### config.mk
export PLATFORM = sky130hd
export DESIGN_NAME = prc_top
export DESIGN_NICKNAME = d
export VERILOG_FILES = /design/src/design/prc_pkg.sv /design/src/design/prc_axil_slave.sv /design/src/design/prc_remap_reg.sv /design/src/design/prc_top.sv
export VERILOG_INCLUDE_DIRS = /design/src /design/src/design
export SDC_FILE = /design/constraint.sdc
export NUM_CORES = 1
export LEC_CHECK = 0
export ABC_AREA = 1
export CAP_MARGIN = 20
export CORE_MARGIN = 10
export CORE_UTILIZATION = 55
export DETAILED_ROUTE_END_ITERATION = 10
export DONT_BUFFER_PORTS = 1
export HOLD_SLACK_MARGIN = 0.08
export PLACE_DENSITY_LB_ADDON = 0.25
export SETUP_SLACK_MARGIN = 0.02
export SYNTH_ARGS = -nofsm -noshare
export SYNTH_HDL_FRONTEND = slang
export SYNTH_SLANG_ARGS = --single-unit
### constraint.sdc
create_clock -name clk -period 4.6 [get_ports clk]
set_input_delay 0 -clock clk [delete_from_list [all_inputs] [get_ports clk]]
set_output_delay 0 -clock clk [all_outputs]
set_load 0.01 [all_outputs]
### src/design/prc_defines.svh
`ifndef PRC_DEFINES_SVH
`define PRC_DEFINES_SVH
// Register indices; byte address is four times the index.
`define PRC_IDX_THIRD 4'h0
`define PRC_IDX_FIRST 4'h1
`define PRC_IDX_SECOND 4'h2
`define PRC_ADDR_W 4
// Reset values.
`define PRC_RST_THIRD 8'h00
`define PRC_RST_FIRST 8'h0c
`define PRC_RST_SECOND 8'h00
// Field positions, first register.
`define PRC_F1_SP1_ROUTE_A 7
`define PRC_F1_SER1_CLK 6
`define PRC_F1_SER1_TXRX_HI 5
`define PRC_F1_SER1_TXRX_LO 4
`define PRC_F1_TIM4_DMA_HI 3
`define PRC_F1_TIM4_DMA_LO 2
`define PRC_F1_CONV_DMA_HI 1
`define PRC_F1_CONV_DMA_LO 0
// Field positions, second register.
`define PRC_F2_BREAK 7
`define PRC_F2_T3TRIG_B 6
`define PRC_F2_SP2 5
`define PRC_F2_T3_SLOW 4
`define PRC_F2_T2_SLOW 3
`define PRC_F2_T3TRIG_A 2
`define PRC_F2_T2TRIG 1
`define PRC_F2_CONVTRIG 0
// Field positions, third register.
`define PRC_F3_T2CH2 7
`define PRC_F3_T2CH1 6
`define PRC_F3_CLKOUT 5
`define PRC_F3_T3CH2 4
`define PRC_F3_T3CH1 3
`define PRC_F3_SER3_CLK 2
`define PRC_F3_SER3_TXRX 1
`define PRC_F3_SP1_ROUTE_B 0
// Writable masks per variant.
`define PRC_MASK_FULL 8'hff
`define PRC_MASK_SECOND_SMALL 8'h1f
`define PRC_MASK_THIRD_LD20 8'hff
`define PRC_MASK_THIRD_BIG 8'h3f
`define PRC_MASK_NONE 8'h00
// Bus response codes.
`define PRC_RESP_OKAY 2'b00
`define PRC_RESP_SLVERR 2'b10
`endif

### src/design/prc_pkg.sv
package prc_pkg;
  // Device variant that decides which bits exist.
  typedef enum logic [1:0] {
    PRC_VAR_LOW_20PIN = 2'h0,
    PRC_VAR_LOW_OTHER = 2'h1,
    PRC_VAR_MEDIUM = 2'h3,
    PRC_VAR_HIGH = 2'h2
  } prc_variant_t;
  // Pin groups for the first serial peripheral.
  typedef enum logic [1:0] {
    PRC_SP1_PORT_B = 2'h0,
    PRC_SP1_PORT_AC = 2'h1,
    PRC_SP1_PORT_F = 2'h2
  } prc_sp1_group_t;
  // Timer trigger sources.
  typedef enum logic [1:0] {
    PRC_TRIG_DEFAULT_PIN = 2'h0,
    PRC_TRIG_ALT_PIN = 2'h1,
    PRC_TRIG_THIRD_PIN = 2'h2,
    PRC_TRIG_SLOW_OSC = 2'h3
  } prc_trig_src_t;
  // Bus slave phases.
  typedef enum logic [1:0] {
    PRC_BUS_IDLE = 2'h0,
    PRC_BUS_RESP = 2'h1
  } prc_bus_state_t;
endpackage

### src/design/prc_axil_slave.sv
`timescale 1ns/1ps
`include "prc_defines.svh"
// ****************************************
// AXI4-Lite slave front end
// ****************************************
module prc_axil_slave
(
  input wire logic clk, // System clock.
  input wire logic rst_n, // Asynchronous reset, active low.
  input wire logic ce, // Clock enable.
  input wire logic [31:0] s_axi_awaddr, // Write address.
  input wire logic s_axi_awvalid, // Write address valid.
  output logic s_axi_awready, // Write address ready.
  input wire logic [31:0] s_axi_wdata, // Write data.
  input wire logic [3:0] s_axi_wstrb, // Write strobes.
  input wire logic s_axi_wvalid, // Write data valid.
  output logic s_axi_wready, // Write data ready.
  output logic [1:0] s_axi_bresp, // Write response.
  output logic s_axi_bvalid, // Write response valid.
  input wire logic s_axi_bready, // Write response ready.
  input wire logic [31:0] s_axi_araddr, // Read address.
  input wire logic s_axi_arvalid, // Read address valid.
  output logic s_axi_arready, // Read address ready.
  output logic [31:0] s_axi_rdata, // Read data.
  output logic [1:0] s_axi_rresp, // Read response.
  output logic s_axi_rvalid, // Read data valid.
  input wire logic s_axi_rready, // Read data ready.
  output logic wr_en, // One-cycle register write.
  output logic [`PRC_ADDR_W-1:0] wr_idx, // Register index of the write.
  output logic [7:0] wr_data, // Write byte.
  input wire logic wr_ok, // Index is mapped for writes.
  output logic [`PRC_ADDR_W-1:0] rd_idx, // Register index of the read.
  input wire logic [7:0] rd_data, // Read byte.
  input wire logic rd_ok // Index is mapped for reads.
);
  import prc_pkg::*;

  typedef struct packed {
    logic aw_got;
    logic [`PRC_ADDR_W-1:0] aw_idx;
    logic w_got;
    logic [7:0] w_byte;
    logic w_lane;
    logic bvalid;
    logic [1:0] bresp;
    logic rvalid;
    logic [1:0] rresp;
    logic [7:0] rbyte;
  } prc_slv_t;

  prc_slv_t st;
  prc_slv_t next_st;
  logic do_write;

  // Index comes from the word address; upper address bits beyond the index range fold to unmapped.
  function automatic logic [`PRC_ADDR_W-1:0] word_idx(input logic [31:0] a);
    logic [`PRC_ADDR_W-1:0] r;
    r = (a[31:2+`PRC_ADDR_W] != '0) ? {`PRC_ADDR_W{1'b1}} : a[2+`PRC_ADDR_W-1:2];
    return r;
  endfunction

  // Accept each write channel independently, answer once both are in.
  always_comb
  begin
    next_st = st;
    do_write = 1'b0;
    if (s_axi_awvalid && !st.aw_got)
    begin
      next_st.aw_got = 1'b1;
      next_st.aw_idx = word_idx(s_axi_awaddr);
    end
    if (s_axi_wvalid && !st.w_got)
    begin
      next_st.w_got = 1'b1;
      next_st.w_byte = s_axi_wdata[7:0];
      next_st.w_lane = s_axi_wstrb[0];
    end
    if (st.aw_got && st.w_got && !st.bvalid)
    begin
      do_write = wr_ok && st.w_lane;
      next_st.bvalid = 1'b1;
      next_st.bresp = wr_ok ? `PRC_RESP_OKAY : `PRC_RESP_SLVERR;
      next_st.aw_got = 1'b0;
      next_st.w_got = 1'b0;
    end
    if (st.bvalid && s_axi_bready)
    begin
      next_st.bvalid = 1'b0;
    end
    if (s_axi_arvalid && !st.rvalid)
    begin
      next_st.rvalid = 1'b1;
      next_st.rbyte = rd_ok ? rd_data : 8'h00;
      next_st.rresp = rd_ok ? `PRC_RESP_OKAY : `PRC_RESP_SLVERR;
    end
    else if (st.rvalid && s_axi_rready)
    begin
      next_st.rvalid = 1'b0;
    end
  end

  // State register; the clock enable freezes everything.
  always_ff @(posedge clk or negedge rst_n)
  begin
    if (!rst_n)
    begin
      st <= '0;
    end
    else if (ce)
    begin
      st <= next_st;
    end
  end

  assign s_axi_awready = ce && !st.aw_got;
  assign s_axi_wready = ce && !st.w_got;
  assign s_axi_bvalid = st.bvalid;
  assign s_axi_bresp = st.bresp;
  assign s_axi_arready = ce && !st.rvalid;
  assign s_axi_rvalid = st.rvalid;
  assign s_axi_rresp = st.rresp;
  assign s_axi_rdata = {24'h000000, st.rbyte};
  assign wr_en = ce && do_write;
  assign wr_idx = st.aw_idx;
  assign wr_data = st.w_byte;
  assign rd_idx = word_idx(s_axi_araddr);
endmodule

### src/design/prc_remap_reg.sv
`timescale 1ns/1ps
`include "prc_defines.svh"
// ****************************************
// One byte-wide remap register
// ****************************************
module prc_remap_reg
#(
  parameter logic [7:0] RST_VAL = 8'h00, // Reset value.
  parameter logic [7:0] WR_MASK = 8'hff // Implemented bits.
)
(
  input wire logic clk, // System clock.
  input wire logic rst_n, // Asynchronous reset, active low.
  input wire logic ce, // Clock enable.
  input wire logic wr, // Write strobe.
  input wire logic [7:0] din, // Write byte.
  output logic [7:0] q // Current contents, unimplemented bits zero.
);
  typedef struct packed {
    logic [7:0] val;
  } prc_reg_t;

  prc_reg_t st;
  prc_reg_t next_st;

  // Unimplemented bits never store anything, so they read back as zero.
  always_comb
  begin
    next_st = st;
    if (wr)
    begin
      next_st.val = din & WR_MASK;
    end
  end

  // Register.
  always_ff @(posedge clk or negedge rst_n)
  begin
    if (!rst_n)
    begin
      st.val <= RST_VAL & WR_MASK;
    end
    else if (ce)
    begin
      st <= next_st;
    end
  end

  assign q = st.val;
endmodule

### src/design/prc_top.sv
// Implementation choice: the AXI4-Lite slave port.
`timescale 1ns/1ps
`include "prc_defines.svh"
// Overview of operation
// - First reg bit7 moves serial peripheral 1
// - First reg bit6 moves serial port1 clock
// - First reg bits5:4 pick serial1 pair
// - First reg bits3:2 timer4 DMA channel
// - First reg bits1:0 converter DMA channel
// - Second reg bit7 moves both break inputs
// - Second reg bit6 gives timer3 third pin
// - Second reg bit5 moves serial peripheral 2
// - Second reg bit4 timer3 trigger slow oscillator
// - Second reg bit3 timer2 trigger slow oscillator
// - Second reg bit2 timer3 trigger pin
// - Second reg bit1 timer2 trigger pin
// - Second reg bit0 converter trigger pin
// - Second reg bits7:5 reserved small variants
// - Third reg only in some variants
// - Third reg bits7:6 timer2 channels low20
// - Third reg bit5 moves clock output
// - Third reg bits4:3 timer3 channels
// - Third reg bit2 serial port3 clock
// - Third reg bit1 serial port3 pair
// - Third reg bit0 peripheral 1 port F
module prc_top
#(
  parameter prc_pkg::prc_variant_t VARIANT = prc_pkg::PRC_VAR_HIGH // Device variant.
)
(
  input wire logic clk, // System clock, 200 MHz.
  input wire logic rst_n, // Asynchronous reset, active low.
  input wire logic ce, // Clock enable; low freezes all state.
  input wire logic [31:0] s_axi_awaddr, // Write address.
  input wire logic s_axi_awvalid, // Write address valid.
  output logic s_axi_awready, // Write address ready.
  input wire logic [31:0] s_axi_wdata, // Write data.
  input wire logic [3:0] s_axi_wstrb, // Write strobes.
  input wire logic s_axi_wvalid, // Write data valid.
  output logic s_axi_wready, // Write data ready.
  output logic [1:0] s_axi_bresp, // Write response.
  output logic s_axi_bvalid, // Write response valid.
  input wire logic s_axi_bready, // Write response ready.
  input wire logic [31:0] s_axi_araddr, // Read address.
  input wire logic s_axi_arvalid, // Read address valid.
  output logic s_axi_arready, // Read address ready.
  output logic [31:0] s_axi_rdata, // Read data.
  output logic [1:0] s_axi_rresp, // Read response.
  output logic s_axi_rvalid, // Read data valid.
  input wire logic s_axi_rready, // Read data ready.
  output prc_pkg::prc_sp1_group_t serial_periph1_group, // Pin group of serial peripheral 1.
  output logic serport1_clock_route, // Serial port 1 clock on alternate pin.
  output logic [1:0] serport1_txrx_route, // Serial port 1 pin pair code.
  output logic [3:0] timer4_dma_channel, // One-hot DMA channel of timer 4.
  output logic [3:0] converter_dma_channel, // One-hot DMA channel of the converter.
  output logic timers_break_route, // Break inputs on alternate pins.
  output prc_pkg::prc_trig_src_t timer3_trigger_src, // Timer 3 trigger source.
  output prc_pkg::prc_trig_src_t timer2_trigger_src, // Timer 2 trigger source.
  output logic serial_periph2_route, // Serial peripheral 2 on port I group.
  output logic converter_trigger_route, // Converter trigger on alternate pin.
  output logic timer2_ch2_route, // Timer 2 channel 2 on alternate pin.
  output logic timer2_ch1_route, // Timer 2 channel 1 on alternate pin.
  output logic clock_out_route, // Clock output on alternate pin.
  output logic timer3_ch2_route, // Timer 3 channel 2 on alternate pin.
  output logic timer3_ch1_route, // Timer 3 channel 1 on alternate pin.
  output logic serport3_clock_route, // Serial port 3 clock on alternate pin.
  output logic serport3_txrx_route, // Serial port 3 pair on port F.
  output logic serport1_txrx_bad // First register holds the reserved pair code.
);
  import prc_pkg::*;

  // ****************************************
  // Variant dependent masks
  // ****************************************

  // Small variants lack the upper second-register bits; of them only the 20-pin part has the third register.
  // Every low-density part counts as small here, the 20-pin one included.
  localparam logic SMALL = (VARIANT != PRC_VAR_HIGH);
  localparam logic HAS_THIRD = (VARIANT == PRC_VAR_LOW_20PIN) || (VARIANT == PRC_VAR_HIGH);
  localparam logic [7:0] MASK_SECOND = SMALL ? `PRC_MASK_SECOND_SMALL : `PRC_MASK_FULL;
  // Timer 2 channel bits exist only on the 20-pin low-density part.
  localparam logic [7:0] MASK_THIRD = !HAS_THIRD ? `PRC_MASK_NONE :
    ((VARIANT == PRC_VAR_LOW_20PIN) ? `PRC_MASK_THIRD_LD20 : `PRC_MASK_THIRD_BIG);

  // ****************************************
  // Bus and registers
  // ****************************************

  logic wr_en;
  logic [`PRC_ADDR_W-1:0] wr_idx;
  logic [7:0] wr_data;
  logic wr_ok;
  logic [`PRC_ADDR_W-1:0] rd_idx;
  logic [7:0] rd_data;
  logic rd_ok;
  logic [7:0] reg_first;
  logic [7:0] reg_second;
  logic [7:0] reg_third;

  prc_axil_slave u_slave
  (
    .clk(clk),
    .rst_n(rst_n),
    .ce(ce),
    .s_axi_awaddr(s_axi_awaddr),
    .s_axi_awvalid(s_axi_awvalid),
    .s_axi_awready(s_axi_awready),
    .s_axi_wdata(s_axi_wdata),
    .s_axi_wstrb(s_axi_wstrb),
    .s_axi_wvalid(s_axi_wvalid),
    .s_axi_wready(s_axi_wready),
    .s_axi_bresp(s_axi_bresp),
    .s_axi_bvalid(s_axi_bvalid),
    .s_axi_bready(s_axi_bready),
    .s_axi_araddr(s_axi_araddr),
    .s_axi_arvalid(s_axi_arvalid),
    .s_axi_arready(s_axi_arready),
    .s_axi_rdata(s_axi_rdata),
    .s_axi_rresp(s_axi_rresp),
    .s_axi_rvalid(s_axi_rvalid),
    .s_axi_rready(s_axi_rready),
    .wr_en(wr_en),
    .wr_idx(wr_idx),
    .wr_data(wr_data),
    .wr_ok(wr_ok),
    .rd_idx(rd_idx),
    .rd_data(rd_data),
    .rd_ok(rd_ok)
  );

  // An absent third register answers as an unmapped address.
  always_comb
  begin
    if (wr_idx == `PRC_IDX_FIRST)
    begin
      wr_ok = 1'b1;
    end
    else if (wr_idx == `PRC_IDX_SECOND)
    begin
      wr_ok = 1'b1;
    end
    else if (wr_idx == `PRC_IDX_THIRD)
    begin
      wr_ok = HAS_THIRD;
    end
    else
    begin
      wr_ok = 1'b0;
    end
  end

  // Read mux; stored bits come back as written, reserved ones as zero.
  always_comb
  begin
    rd_data = 8'h00;
    rd_ok = 1'b0;
    if (rd_idx == `PRC_IDX_FIRST)
    begin
      rd_data = reg_first;
      rd_ok = 1'b1;
    end
    else if (rd_idx == `PRC_IDX_SECOND)
    begin
      rd_data = reg_second;
      rd_ok = 1'b1;
    end
    else if (rd_idx == `PRC_IDX_THIRD)
    begin
      rd_data = reg_third;
      rd_ok = HAS_THIRD;
    end
  end

  prc_remap_reg #(.RST_VAL(`PRC_RST_FIRST), .WR_MASK(`PRC_MASK_FULL)) u_first
  (
    .clk(clk),
    .rst_n(rst_n),
    .ce(ce),
    .wr(wr_en && (wr_idx == `PRC_IDX_FIRST)),
    .din(wr_data),
    .q(reg_first)
  );

  prc_remap_reg #(.RST_VAL(`PRC_RST_SECOND), .WR_MASK(MASK_SECOND)) u_second
  (
    .clk(clk),
    .rst_n(rst_n),
    .ce(ce),
    .wr(wr_en && (wr_idx == `PRC_IDX_SECOND)),
    .din(wr_data),
    .q(reg_second)
  );

  prc_remap_reg #(.RST_VAL(`PRC_RST_THIRD), .WR_MASK(MASK_THIRD)) u_third
  (
    .clk(clk),
    .rst_n(rst_n),
    .ce(ce),
    .wr(wr_en && (wr_idx == `PRC_IDX_THIRD)),
    .din(wr_data),
    .q(reg_third)
  );

  // ****************************************
  // Routing decode
  // ****************************************

  typedef struct packed {
    prc_sp1_group_t sp1;
    logic ser1_clk;
    logic [1:0] ser1_txrx;
    logic [3:0] tim4_dma;
    logic [3:0] conv_dma;
    logic brk;
    prc_trig_src_t t3trig;
    prc_trig_src_t t2trig;
    logic sp2;
    logic convtrig;
    logic t2ch2;
    logic t2ch1;
    logic clkout;
    logic t3ch2;
    logic t3ch1;
    logic ser3_clk;
    logic ser3_txrx;
    logic ser1_bad;
  } prc_route_t;

  prc_route_t st;
  prc_route_t next_st;
  logic [1:0] t4_sel;
  logic [1:0] cv_sel;
  wire [3:0] t4_hot;
  wire [3:0] cv_hot;

  assign t4_sel = reg_first[`PRC_F1_TIM4_DMA_HI:`PRC_F1_TIM4_DMA_LO];
  assign cv_sel = reg_first[`PRC_F1_CONV_DMA_HI:`PRC_F1_CONV_DMA_LO];

  // Decode follows the register contents directly; outputs are registered for clean timing.
  always_comb
  begin
    next_st = st;
    // Port F group wins over the port A/C group when both are set.
    if (reg_third[`PRC_F3_SP1_ROUTE_B])
    begin
      next_st.sp1 = PRC_SP1_PORT_F;
    end
    else if (reg_first[`PRC_F1_SP1_ROUTE_A])
    begin
      next_st.sp1 = PRC_SP1_PORT_AC;
    end
    else
    begin
      next_st.sp1 = PRC_SP1_PORT_B;
    end
    next_st.ser1_clk = reg_first[`PRC_F1_SER1_CLK];
    next_st.ser1_txrx = reg_first[`PRC_F1_SER1_TXRX_HI:`PRC_F1_SER1_TXRX_LO];
    // The reserved pair code is passed on but also flagged so software misuse is visible.
    next_st.ser1_bad = &reg_first[`PRC_F1_SER1_TXRX_HI:`PRC_F1_SER1_TXRX_LO];
    next_st.brk = reg_second[`PRC_F2_BREAK];
    // Slow oscillator overrides pin choices; trusts software to have started it.
    if (reg_second[`PRC_F2_T3_SLOW])
    begin
      next_st.t3trig = PRC_TRIG_SLOW_OSC;
    end
    else if (reg_second[`PRC_F2_T3TRIG_B])
    begin
      next_st.t3trig = PRC_TRIG_THIRD_PIN;
    end
    else if (reg_second[`PRC_F2_T3TRIG_A])
    begin
      next_st.t3trig = PRC_TRIG_ALT_PIN;
    end
    else
    begin
      next_st.t3trig = PRC_TRIG_DEFAULT_PIN;
    end
    if (reg_second[`PRC_F2_T2_SLOW])
    begin
      next_st.t2trig = PRC_TRIG_SLOW_OSC;
    end
    else if (reg_second[`PRC_F2_T2TRIG])
    begin
      next_st.t2trig = PRC_TRIG_ALT_PIN;
    end
    else
    begin
      next_st.t2trig = PRC_TRIG_DEFAULT_PIN;
    end
    next_st.sp2 = reg_second[`PRC_F2_SP2];
    next_st.convtrig = reg_second[`PRC_F2_CONVTRIG];
    next_st.t2ch2 = reg_third[`PRC_F3_T2CH2];
    next_st.t2ch1 = reg_third[`PRC_F3_T2CH1];
    next_st.clkout = reg_third[`PRC_F3_CLKOUT];
    next_st.t3ch2 = reg_third[`PRC_F3_T3CH2];
    next_st.t3ch1 = reg_third[`PRC_F3_T3CH1];
    next_st.ser3_clk = reg_third[`PRC_F3_SER3_CLK];
    next_st.ser3_txrx = reg_third[`PRC_F3_SER3_TXRX];
    next_st.tim4_dma = t4_hot;
    next_st.conv_dma = cv_hot;
  end

  // One-hot DMA channel selects, one bit per channel number.
  for (genvar ch = 0; ch < 4; ch++)
  begin : g_dma
    assign t4_hot[ch] = (t4_sel == 2'(ch));
    assign cv_hot[ch] = (cv_sel == 2'(ch));
  end

  // Route register; reset values match the decode of the register reset values.
  always_ff @(posedge clk or negedge rst_n)
  begin
    if (!rst_n)
    begin
      st <= '0;
      st.tim4_dma <= 4'h8;
      st.conv_dma <= 4'h1;
    end
    else if (ce)
    begin
      st <= next_st;
    end
  end

  assign serial_periph1_group = st.sp1;
  assign serport1_clock_route = st.ser1_clk;
  assign serport1_txrx_route = st.ser1_txrx;
  assign timer4_dma_channel = st.tim4_dma;
  assign converter_dma_channel = st.conv_dma;
  assign timers_break_route = st.brk;
  assign timer3_trigger_src = st.t3trig;
  assign timer2_trigger_src = st.t2trig;
  assign serial_periph2_route = st.sp2;
  assign converter_trigger_route = st.convtrig;
  assign timer2_ch2_route = st.t2ch2;
  assign timer2_ch1_route = st.t2ch1;
  assign clock_out_route = st.clkout;
  assign timer3_ch2_route = st.t3ch2;
  assign timer3_ch1_route = st.t3ch1;
  assign serport3_clock_route = st.ser3_clk;
  assign serport3_txrx_route = st.ser3_txrx;
  assign serport1_txrx_bad = st.ser1_bad;
endmodule

==> summary.txt, run 1 <==
Clocking
  • CTS clk-pin slew, worst paths: 0.07 ns
  • Root buffer cell: clkbuf_8
  • Post-CTS Resized: 0
  • Worst skew pair latency: 0.35 ns
  • H-tree levels: 3
  • Clock tree from TritonCTS: yes
  • CTS Buf Count: 9
  • Setup bufs post-CTS: 0
  • Clk buf depth: 2
  • Clk sink count: 75
  • Post-CTS Hold Buffers: 32

Power and ir drop
  • VDD IR max: 0.235 mV
  • Sw frac: 28.8%
  • Net switching power: 0.414 mW
  • Sequential share of power: 52.6%
  • P_int: 1.02 mW
  • Pwr dens: 354 nW/um2
  • Clk pwr share: 32.6%
  • Logic pwr share: 14.8%
  • Leak Pwr: 2.05 nW

Place
  • Port bufs: 0
  • Placer Congestion: 0.847
  • Final HPWL DP: 6470 um
  • Area of placed instances: 3530 um2

Layout
  • Syn-to-layout area delta: 9.90%
  • Finished Cell Area: 4060 um2
  • Antenna cell count: 0
  • Share of cells above drive strength 1: 10.9%
  • Nets@finish: 563

GRT
  • First-pass GRT wire length: 14200 um
  • Largest net degree at the start of global routing: 76
  • Antenna violations before repair: 0
  • Total Routing Usage GR: 17.2%
  • Vias in the first global route: 2860
  • Global route overflow: 0

STA
  • Setup TNS: 0 ns
  • Fin crit share: 55.3%
  • Final max-slew violation count: 0
  • RSZ-0062 raised after global routing: false
  • Slew @ Worst Pin: 0.938 ns
  • Max-slew headroom: 37.4%
  • Final Hold Vio Count: 0
  • Fmax: 393 MHz
  • Clk_skew: 0.00637 ns
  • Final min period: 2.54 ns
  • Setup violations, final: 0

Yosys
  • Dominant cell type by area after synthesis: dfrtp_1
  • Post-synth EDFFs: 0
  • Yosys top cell area share: 48.2%
  • Post-synthesis async set-or-reset flop share: 100%
  • Seq cells post-synth: 75
  • Post-synth cell types: 34
  • Syn_area_per_cell: 8.46 um2
  • YS warnings: 0
  • Most used DFF post-synth: dfrtp_1
  • Cells after synthesis: 436
  • Cell area after synthesis: 3690 um2
  • Register area share after synthesis: 51.0%
  • Most common cell in the netlist: nand2_1
  • Synth top area cells: dfrtp_1 48%, nand2_1 12%, buf_4 7.7%, nor2_1 6.1%, o21ai_2 4.5%
  • Commonest cells in the synthesized netlist: 122 x nand2_1, 71 x dfrtp_1, 60 x nor2_1, 38 x buf_4, 30 x inv_1

Critical path
  • Worst path cell trace: nor2_1 -> nand2_1 -> nor2_1 -> nand4_1 -> dlygate4sd3_1 -> nand2_1 -> dlygate4sd3_1 -> inv_1
  • Reg-to-Reg End: u_slave.wr_idx[3]$_DFFE_PN0P_
  • CP Class: reg -> reg
  • Reg2reg start: u_slave.st[28]$_DFFE_PN0P_
  • CP required: 4.85 ns
  • Max incr delay on CP: 0.60 ns
  • Critical path startpoint: u_slave.st[28]$_DFFE_PN0P_
  • Crit-path max FO: 9
  • CP startpoint kind: flop
  • Reg2Reg Depth: 8
  • Stages on worst setup path: 8
  • Crit path max-delay family: buffers and inverters
  • Worst EP arrival: 2.79 ns
  • Critical Path Sink Type: flop
  • R2R setup slack: 2.06 ns
  • Worst Setup EP: u_slave.wr_idx[3]$_DFFE_PN0P_
  • Buf/Inv on CP: 3
  • CP max stage cell: dlygate4sd3_1

Floorplan
  • Core area: 6420 um2
  • Die footprint: 10400 um2
  • Initial core utilization: 57.5%
  • Die Y: 102 um
  • Row count: 29
  • Num ports: 177
  • Die W: 102 um

Route
  • DRT antenna net count: 0
  • WL final: 8900 um
  • Average wire per standard cell: 16.6 um
  • 1st-pass router iterations: 4
  • Vias: 2835
  • Post-DR vias/cell: 5.28
  • Drt drc: 0
  • Drt initial violations: 118

Hold path
  • Hold Path Class: in -> reg
  • Hold Path Depth: 2

Run status
  • Status: complete, no violations

Run
  • # Max-Cap Violations: 0
-- state kept, by name (all words and copies together) (netlist names), 2 cells and up --
name	count
u_first.q	8
u_slave.s_axi_rdata	8
u_slave.st	3
serial_periph1_group	2
u_slave.wr_data	8
u_slave.wr_idx	4
timer3_trigger_src	2
u_second.q	8
u_third.q	6
serport1_txrx_route	2
converter_dma_channel	4
timer2_trigger_src	2
timer4_dma_channel	4
-- cell type report --
class                      instances  area (um2)
fill                             539        2370
multi-input combinational        307        1440
inverter                          30         113
clock inverter                     1        7.51
tap                               77        96.3
clock buffer                      15         176
timing repair buffer              32         338
sequential                        75        1880
-- cell families (layout without fill, tap and decap cells) --
group                  Yosys count  count (layout)  share of synthesized area [%]
AOI/OAI and AO/OA               48              48                           8.88
buffers and inverters           81              78                           12.6
DFF                             75              75                           51.0
muxes                            1               1                          0.305
other                            1              28                          0.102
and+or+nand+nor                230             230                           27.1
-- power by group through the flow --
stage	Sequential (mW)	Clock [mW]	Combinational, mW
global placement	0.765	0	0.167
CTS	0.755	0.478	0.213
global route	0.764	0.505	0.242
floorplan	0.756	0	0.170
finish	0.755	0.468	0.212
detailed placement	0.768	0	0.176
-- metal layers --
layer | up-vias | global-route usage, % | part of all wire, %
met1 | 1336 | 19.8 | 39
li1 | 1369 | - | -
met3 | 11 | 4.93 | 10
met5 | - | 0 | 0
met4 | 0 | 7.05 | 1.4
met2 | 119 | 29.5 | 49
-- worst min path at each step --
stage               startpoint                              to  slack (ns)
floorplan                rst_n     clock_out_route$_DFFE_PN0P_       -0.30
global placement         rst_n  u_slave.wr_data[7]$_DFFE_PN0P_       -0.29
detailed placement       rst_n  u_slave.wr_data[7]$_DFFE_PN0P_       -0.29
CTS                         ce        u_first.q[3]$_DFFE_PN1P_        0.10
global route                ce        u_first.q[2]$_DFFE_PN1P_        0.15
finish                      ce        u_first.q[3]$_DFFE_PN1P_        0.10
-- per-stage QoR --
stage	instances	setup slack [ns]	hold WS (ns)	util (%)	total power, mW
after floorplan	463	3.04	-0.296	-	0.926
after global placement	489	2.63	-0.291	55.0	0.932
after detailed placement	489	2.51	-0.292	55.0	0.943
after CTS	537	2.08	0.101	63.1	1.45
after global routing	537	1.88	0.147	63.1	1.51
final	537	2.06	0.101	63.1	1.43
-- placed cells by master (no fill, tap or decap) --
cell type and count:
a21oi_1 10, a22o_1 1, and2_0 2, buf_16 1, clkbuf_1 3, clkbuf_8 12, clkinvlp_4 1, conb_1 28
dfrtp_1 71, dfstp_2 4, dlygate4sd3_1 31, inv_1 30, mux2_2 1, nand2_1 122, nand2_2 2, nand3_1 11
nand3_2 1, nand4_1 17, nand4_2 2, nor2_1 60, nor2_2 1, nor2_4 1, nor3_1 2, nor3_2 1
nor3b_2 1, nor4_1 4, o211ai_2 1, o21a_1 1, o21ai_0 11, o21ai_1 4, o21ai_2 19, o31ai_1 1
or2_0 1, or2_2 2
No activity file was read; power rests on OpenSTA's default activity.
==> run 2, diff against run 1 <==
==> constraint.sdc (replaced) <==
create_clock -name clk -period 2.3 [get_ports clk]
set_input_delay 0 -clock clk [delete_from_list [all_inputs] [get_ports clk]]
set_output_delay 0 -clock clk [all_outputs]
set_load 0.01 [all_outputs]
==> run 2 against run 1 <==
  * Power up 100%
  * Sequential power rose by 100%
  * Largest cell class unchanged
  * Critical path depth stayed put
  * Clock skew up 0.00055 ns
  * Core utilization is 0.12 points higher
  * Global-route usage decreased by 0.21 points
  * Register-to-register slack got worse by 1.9 ns
  * Maximum frequency up 20%
  * Hold slack improved by 0.0058 ns
  * Cell count up 0.56%
==> summary.txt, run 2 (synthesized netlist as in run 1, its figures left out) <==
Run status
  • Status: complete, no violations (unchanged)

STA
  • Clk_skew: 0.00692 ns (was 0.00637 ns)
  • Setup violations, final: 0 (unchanged)
  • Final Hold Vio Count: 0 (unchanged)
  • Final min period: 2.12 ns (was 2.54 ns)
  • Slew @ Worst Pin: 0.904 ns (was 0.938 ns)
  • Setup TNS: 0 ns (unchanged)
  • Fmax: 472 MHz (was 393 MHz)
  • Max-slew headroom: 39.5% (was 37.4%)
  • Final max-slew violation count: 0 (unchanged)
  • RSZ-0062 raised after global routing: false (unchanged)
  • Fin crit share: 92.2% (was 55.3%)

Clocking
  • CTS Buf Count: 9 (unchanged)
  • Root buffer cell: clkbuf_8 (unchanged)
  • H-tree levels: 3 (unchanged)
  • Clk sink count: 75 (unchanged)
  • Clock tree from TritonCTS: yes (unchanged)
  • Clk buf depth: 2 (unchanged)
  • Setup bufs post-CTS: 0 (unchanged)
  • Worst skew pair latency: 0.35 ns (about the same)
  • CTS clk-pin slew, worst paths: 0.08 ns (was 0.07 ns)

Layout
  • Leading cell type in the layout, fill and taps excluded: nand2_1 (unchanged)
  • Share of cells above drive strength 1: 12.1% (was 10.9%)
  • Antenna cell count: 0 (unchanged)
  • Syn-to-layout area delta: 10.1% (was 9.90%)
  • Most frequent cells in the layout: 122 x nand2_1, 71 x dfrtp_1, 60 x nor2_1 (unchanged)
  • Core Util, Final: 63.3% (was 63.1%)
  • Nets@finish: 566 (was 563)

Critical path
  • CP required: 2.58 ns (was 4.85 ns)
  • Worst path cell trace: nor2_1 -> nand2_2 -> inv_1 -> o211ai_2 -> inv_1 -> nand2_1 -> nand2_1 -> dlygate4sd3_1 (was nor2_1 -> nand2_1 -> nor2_1 -> nand4_1 -> dlygate4sd3_1 -> nand2_1 -> dlygate4sd3_1 -> inv_1)
  • Critical Path Sink Type: flop (unchanged)
  • Crit path max-delay family: buffers and inverters (unchanged)
  • Buf/Inv on CP: 3 (unchanged)
  • CP Class: reg -> reg (unchanged)
  • CP max stage cell: dlygate4sd3_1 (unchanged)
  • Max incr delay on CP: 0.58 ns (was 0.60 ns)
  • CP startpoint kind: flop (unchanged)
  • Worst EP arrival: 2.40 ns (was 2.79 ns)
  • Crit-path max FO: 8 (was 9)

Route
  • 1st-pass router iterations: 5 (was 4)
  • Vias: 2865 (was 2835)
  • Post-DR vias/cell: 5.31 (was 5.28)
  • DRT antenna net count: 0 (unchanged)
  • Drt initial violations: 166 (was 118)
  • Average wire per standard cell: 16.4 um (was 16.6 um)
  • Drt drc: 0 (unchanged)
  • WL final: 8860 um (was 8900 um)

Floorplan
  • Num ports: 177 (unchanged)
  • Core area: 6420 um2 (unchanged)
  • Die W: 102 um (unchanged)
  • Die Y: 102 um (unchanged)
  • Row count: 29 (unchanged)
  • Die footprint: 10400 um2 (unchanged)
  • Initial core utilization: 57.5% (unchanged)

Place
  • Port bufs: 0 (unchanged)
  • Final HPWL DP: 6490 um (was 6470 um)
  • Placer Congestion: 0.846 (was 0.847)

GRT
  • First-pass GRT wire length: 14000 um (was 14200 um)
  • Largest net degree at the start of global routing: 76 (unchanged)
  • Total Routing Usage GR: 17.0% (was 17.2%)
  • Vias in the first global route: 2797 (was 2860)
  • Global route overflow: 0 (unchanged)
  • Antenna violations before repair: 0 (unchanged)

Power and ir drop
  • Pwr dens: 712 nW/um2 (was 354 nW/um2)
  • VDD IR max: 0.519 mV (was 0.235 mV)
  • Leak Pwr: 2.06 nW (was 2.05 nW)

Hold path
  • Hold Path Class: in -> reg (unchanged)

Run
  • # Max-Cap Violations: 0 (unchanged)
-- run 2: cell count changes in the layout (fill, tap and decap cells not counted) --
cell / delta
clkbuf_1: +1
clkbuf_8: -3
dlygate4sd3_1: -4
clkinv_2: +2
clkinvlp_4: -1
bufinv_16: +1
buf_4: +7
-- run 2: area by class of cell --
cell class	instances	area, um2
Sequential cell	75	1880
Clock buffer	13	139
Fill cell	562	2360
Tap cell	77	96.3
Inverter	30	113
Timing Repair Buffer	35	350
Multi-Input combinational cell	307	1440
Clock inverter	3	40.0
-- run 2: metrics by stage --
step | cell area [um2] | instances | total power, mW | setup WS (ns) | hold WS (ns)
global placement | 3590 | 496 | 1.87 | 0.703 | -0.291
finish | 4060 | 540 | 2.89 | 0.179 | 0.107
floorplan | 3790 | 463 | 1.85 | 0.741 | -0.296
CTS | 4060 | 540 | 2.91 | 0.230 | 0.0931
global route | 4060 | 540 | 3.04 | 0.0557 | 0.165
detailed placement | 3590 | 496 | 1.89 | 0.614 | -0.292
-- run 2: report_power, final --
group	internal, mW	switching [mW]
clock network	0.500	0.460
logic	0.122	0.303
registers	1.44	0.0676
total	2.06	0.831
-- run 2: path summary, 6_finish.rpt --
check	startpoint	end	slack [ns]	cells past startpoint
setup / recovery	u_slave.s_axi_rvalid$_DFFE_PN0P_	u_slave.s_axi_rdata[6]$_DFFE_PN0P_	0.18	8
hold / removal	s_axi_araddr[2]	u_slave.s_axi_rdata[7]$_DFFE_PN0P_	0.11	6
setup reg to reg	u_slave.s_axi_rvalid$_DFFE_PN0P_	u_slave.s_axi_rdata[6]$_DFFE_PN0P_	0.18	8
hold reg to reg	u_second.q[7]$_DFFE_PN0P_	u_second.q[7]$_DFFE_PN0P_	0.50	2
max in group asynchronous	rst_n	u_first.q[3]$_DFFE_PN1P_	1.78	2
min in group asynchronous	rst_n	u_slave.wr_data[7]$_DFFE_PN0P_	0.19	2
-- run 2: worst reg2reg max path: cells and delay by family (launching register included) --
kind | cells | cell delay [ns]
compound gates | 1 | 0.21
buf+inv | 3 | 0.85
flops | 1 | 0.43
simple gates | 4 | 0.57
-- run 2: what timing repair did --
item	4_1_cts	5_1_grt
hold buffers	28	0
resized for setup	0	0
hold endpoints to repair	129	0
-- run 2: per-layer routing --
layer  GRT usage [%]  up-vias  routed length (um)  share of wire (%)
li1                -     1382                   -                  -
met1            20.6     1316                3370                 38
met2            28.5      154                4310                 49
met3            4.45       13                1030                 12
met4            6.62        0                 150                1.7
met5               0        -                   0                  0
==> run 3, diff against run 2 <==
--- a/config.mk
+++ b/config.mk
@@ -6,7 +6,6 @@
 export SDC_FILE = /design/constraint.sdc
 export NUM_CORES = 1
 export LEC_CHECK = 0
-export ABC_AREA = 1
 export CAP_MARGIN = 20
 export CORE_MARGIN = 10
 export CORE_UTILIZATION = 55
==> run 3 against run 2 <==
  * Register-to-register slack about the same
  * Clock skew down 0.00054 ns
  * Sequential share of layout area up 0.84 points
  * Clock-buffer cell count down 4
  * Setup slack better by 0.0086 ns
  * Maximum frequency up 0.41%
  * Critical path depth down 3
  * Sequential power up 5%
  * Die area down 4.6%
==> summary.txt, run 3 <==
Run status
  • Status: complete, no violations (unchanged)

Power and ir drop
  • Leak Pwr: 1.85 nW (was 2.06 nW)
  • Logic pwr share: 11.1% (was 14.7%)
  • Pwr dens: 759 nW/um2 (was 712 nW/um2)
  • Sequential share of power: 52.3% (was 52.1%)
  • P_int: 2.22 mW (was 2.06 mW)
  • Net switching power: 0.808 mW (was 0.831 mW)
  • VDD IR max: 0.551 mV (was 0.519 mV)
  • Sw frac: 26.7% (was 28.7%)
  • Clk pwr share: 36.6% (was 33.2%)

Critical path
  • CP required: 2.54 ns (was 2.58 ns)
  • CP Class: reg -> reg (unchanged)
  • Worst EP arrival: 2.35 ns (was 2.40 ns)
  • Worst path cell trace: and3b_1 -> and4_1 -> nand4_1 -> o22a_1 -> dlygate4sd3_1 (was nor2_1 -> nand2_2 -> inv_1 -> o211ai_2 -> inv_1 -> nand2_1 -> nand2_1 -> dlygate4sd3_1)
  • Reg2reg start: u_slave.st[28]$_DFFE_PN0P_ (was u_slave.s_axi_rvalid$_DFFE_PN0P_)
  • CP max stage cell: dlygate4sd3_1 (unchanged)
  • R2R setup slack: 0.19 ns (was 0.18 ns)
  • Reg-to-Reg End: u_slave.wr_idx[3]$_DFFE_PN0P_ (was u_slave.s_axi_rdata[6]$_DFFE_PN0P_)
  • Reg2Reg Depth: 5 (was 8)
  • Buf/Inv on CP: 1 (was 3)
  • Max incr delay on CP: 0.55 ns (was 0.58 ns)
  • CP startpoint kind: flop (unchanged)
  • Crit path max-delay family: simple AND/OR/NAND/NOR gates (was buffers and inverters)
  • Critical path startpoint: u_slave.st[28]$_DFFE_PN0P_ (was u_slave.s_axi_rvalid$_DFFE_PN0P_)
  • Critical Path Sink Type: flop (unchanged)
  • Crit-path max FO: 6 (was 8)

Yosys
  • YS warnings: 0 (unchanged)
  • Post-synthesis async set-or-reset flop share: 100% (unchanged)
  • Dominant cell type by area after synthesis: dfrtp_1 (unchanged)
  • Register area share after synthesis: 54.1% (was 51.0%)
  • Post-synth EDFFs: 0 (unchanged)
  • Most used DFF post-synth: dfrtp_1 (unchanged)
  • Cell area after synthesis: 3480 um2 (was 3690 um2)
  • Synth top area cells: dfrtp_1 51%, mux2_2 15%, buf_4 8.4%, dfstp_2 3.0%, nand2_1 2.2% (was dfrtp_1 48%, nand2_1 12%, buf_4 7.7%, nor2_1 6.1%, o21ai_2 4.5%)
  • Most common cell in the netlist: dfrtp_1 (was nand2_1)
  • Cells after synthesis: 295 (was 436)
  • Commonest cells in the synthesized netlist: 71 x dfrtp_1, 46 x mux2_2, 39 x buf_4, 20 x nand2_1, 15 x o21ai_0 (was 122 x nand2_1, 71 x dfrtp_1, 60 x nor2_1, 38 x buf_4, 30 x inv_1)
  • Post-synth cell types: 32 (was 34)
  • Yosys top cell area share: 51.1% (was 48.2%)
  • Seq cells post-synth: 75 (unchanged)
  • Syn_area_per_cell: 11.8 um2 (was 8.46 um2)

STA
  • Setup TNS: 0 ns (unchanged)
  • Clk_skew: 0.00638 ns (was 0.00692 ns)
  • Final Hold Vio Count: 0 (unchanged)
  • RSZ-0062 raised after global routing: false (unchanged)
  • Final min period: 2.11 ns (was 2.12 ns)
  • Final max-slew violation count: 0 (unchanged)
  • Setup violations, final: 0 (unchanged)
  • Slew @ Worst Pin: 0.544 ns (was 0.904 ns)
  • Max-slew headroom: 63.7% (was 39.5%)
  • Hold_ws: 0.0985 ns (was 0.107 ns)
  • Fin crit share: 91.8% (was 92.2%)
  • Fmax: 473 MHz (was 472 MHz)

Place
  • Port bufs: 0 (unchanged)
  • Area of placed instances: 3350 um2 (was 3590 um2)
  • Final HPWL DP: 5610 um (was 6490 um)
  • Dpl cells: 350 (was 496)
  • Placer Congestion: 0.737 (was 0.846)

Run
  • # Max-Cap Violations: 0 (unchanged)

Clocking
  • H-tree levels: 3 (unchanged)
  • CTS clk-pin slew, worst paths: 0.08 ns (about the same)
  • Root buffer cell: clkbuf_8 (unchanged)
  • Worst skew pair latency: 0.35 ns (about the same)
  • Setup bufs post-CTS: 0 (unchanged)
  • Clk buf depth: 2 (unchanged)
  • CTS Buf Count: 9 (unchanged)
  • Clock tree from TritonCTS: yes (unchanged)
  • Clk sink count: 75 (unchanged)

Hold path
  • Hold Path End: u_slave.s_axi_rdata[0]$_DFFE_PN0P_ (was u_slave.s_axi_rdata[7]$_DFFE_PN0P_)
  • Hold Path Class: in -> reg (unchanged)
  • Hold Crit Start: s_axi_araddr[13] (was s_axi_araddr[2])
  • Hold Path Depth: 4 (was 6)

Layout
  • Share of cells above drive strength 1: 23.1% (was 12.1%)
  • Fill count: 466 (was 562)
  • Multi-input logic area: 1350 um2 (was 1440 um2)
  • Leading cell type in the layout, fill and taps excluded: dfrtp_1 (was nand2_1)
  • Finished Cell Area: 3990 um2 (was 4060 um2)
  • Most frequent cells in the layout: 71 x dfrtp_1, 46 x mux2_2, 36 x dlygate4sd3_1 (was 122 x nand2_1, 71 x dfrtp_1, 60 x nor2_1)
  • Core Util, Final: 66.2% (was 63.3%)
  • Syn-to-layout area delta: 14.7% (was 10.1%)
  • Antenna cell count: 0 (unchanged)
  • Nets@finish: 432 (was 566)
  • Reg area: 1880 um2 (unchanged)
  • Post-Layout Cell Count: 404 (was 540)

GRT
  • First-pass GRT wire length: 13200 um (was 14000 um)
  • Largest net degree at the start of global routing: 76 (unchanged)
  • Antenna violations before repair: 0 (unchanged)
  • Total Routing Usage GR: 16.6% (was 17.0%)
  • Vias in the first global route: 2478 (was 2797)
  • Global route overflow: 0 (unchanged)

Route
  • DRT antenna net count: 0 (unchanged)
  • Vias: 2223 (was 2865)
  • 1st-pass router iterations: 4 (was 5)
  • Drt drc: 0 (unchanged)
  • Average wire per standard cell: 20.6 um (was 16.4 um)
  • Drt initial violations: 62 (was 166)
  • Post-DR vias/cell: 5.50 (was 5.31)
  • WL final: 8320 um (was 8860 um)

Floorplan
  • Core area: 6030 um2 (was 6420 um2)
  • Num ports: 177 (unchanged)
  • Die W: 99.5 um (was 102 um)
  • Die footprint: 9910 um2 (was 10400 um2)
  • Row count: 28 (was 29)
  • Initial core utilization: 57.7% (was 57.5%)
  • Die Y: 99.5 um (was 102 um)
## run 3: layout make-up
| class | count | share of cell area (%) |
|---|---|---|
| Timing Repair Buffer | 39 | 10.4 |
| Tap cell | 75 | 2.35 |
| Clock inverter | 7 | 2.32 |
| Sequential cell | 75 | 47.2 |
| Clock buffer | 9 | 3.10 |
| Multi-Input combinational cell | 189 | 33.7 |
| Inverter | 10 | 0.941 |
## run 3: through the flow
stage	setup WS, ns	power (mW)
after global routing	0.0508	3.17
after CTS	0.196	3.04
after global placement	0.366	1.83
after floorplan	0.553	1.84
final	0.188	3.03
after detailed placement	0.342	1.85
## run 3: what timing repair did
| item | in CTS | in global routing |
|---|---|---|
| hold buffers | 38 | 0 |
| gates resized for setup | 0 | 2 |
| setup endpoints to repair | 0 | 1 |
| hold endpoints to repair | 128 | 0 |
## run 3: worst min-delay path, delay by kind of cell
| kind | cells | cell delay (ns) |
|---|---|---|
| AO/OA/AOI/OAI | 1 | 0.09 |
| AND/OR/NAND/NOR | 3 | 0.31 |
## run 3: how the worst max path moves through the flow
stage                                    endpoint  slack [ns]  cells past startpoint
6_report            u_slave.wr_idx[3]$_DFFE_PN0P_        0.19                      5
5_1_grt        u_slave.s_axi_rdata[3]$_DFFE_PN0P_        0.05                      7
4_1_cts        u_slave.s_axi_rdata[3]$_DFFE_PN0P_        0.20                      7
3_5_place_dp             u_third.q[1]$_DFFE_PN0P_        0.34                      4
3_3_place_gp             u_third.q[5]$_DFFE_PN0P_        0.37                      4
2_1_floorplan            u_third.q[0]$_DFFE_PN0P_        0.55                      4
## run 3: power groups by stage
stage	Clock, mW	Combinational, mW	Sequential [mW]
after global routing	1.19	0.377	1.60
after floorplan	0	0.283	1.56
final	1.11	0.337	1.59
after detailed placement	0	0.241	1.61
after global placement	0	0.231	1.60
after CTS	1.13	0.334	1.58
## run 3: cells by family (layout without fill, tap and decap cells)
group	after synthesis	in the layout	share of synthesized area, %
flip-flops	75	75	54.1
AND/OR/NAND/NOR	72	72	12.4
buffers and inverters	58	65	10.5
multiplexers	52	52	16.6
AO/OA/AOI/OAI	37	37	6.26
other	1	28	0.108
## run 3: routing by layer
layer / wire [um] / vias to the layer above / global-route usage (%)
li1: - / 1027 / -
met3: 968 / 12 / 8.37
met4: 99 / 0 / 5.07
met5: 0 / - / 0
met2: 4080 / 99 / 27.0
met1: 3170 / 1085 / 18.5
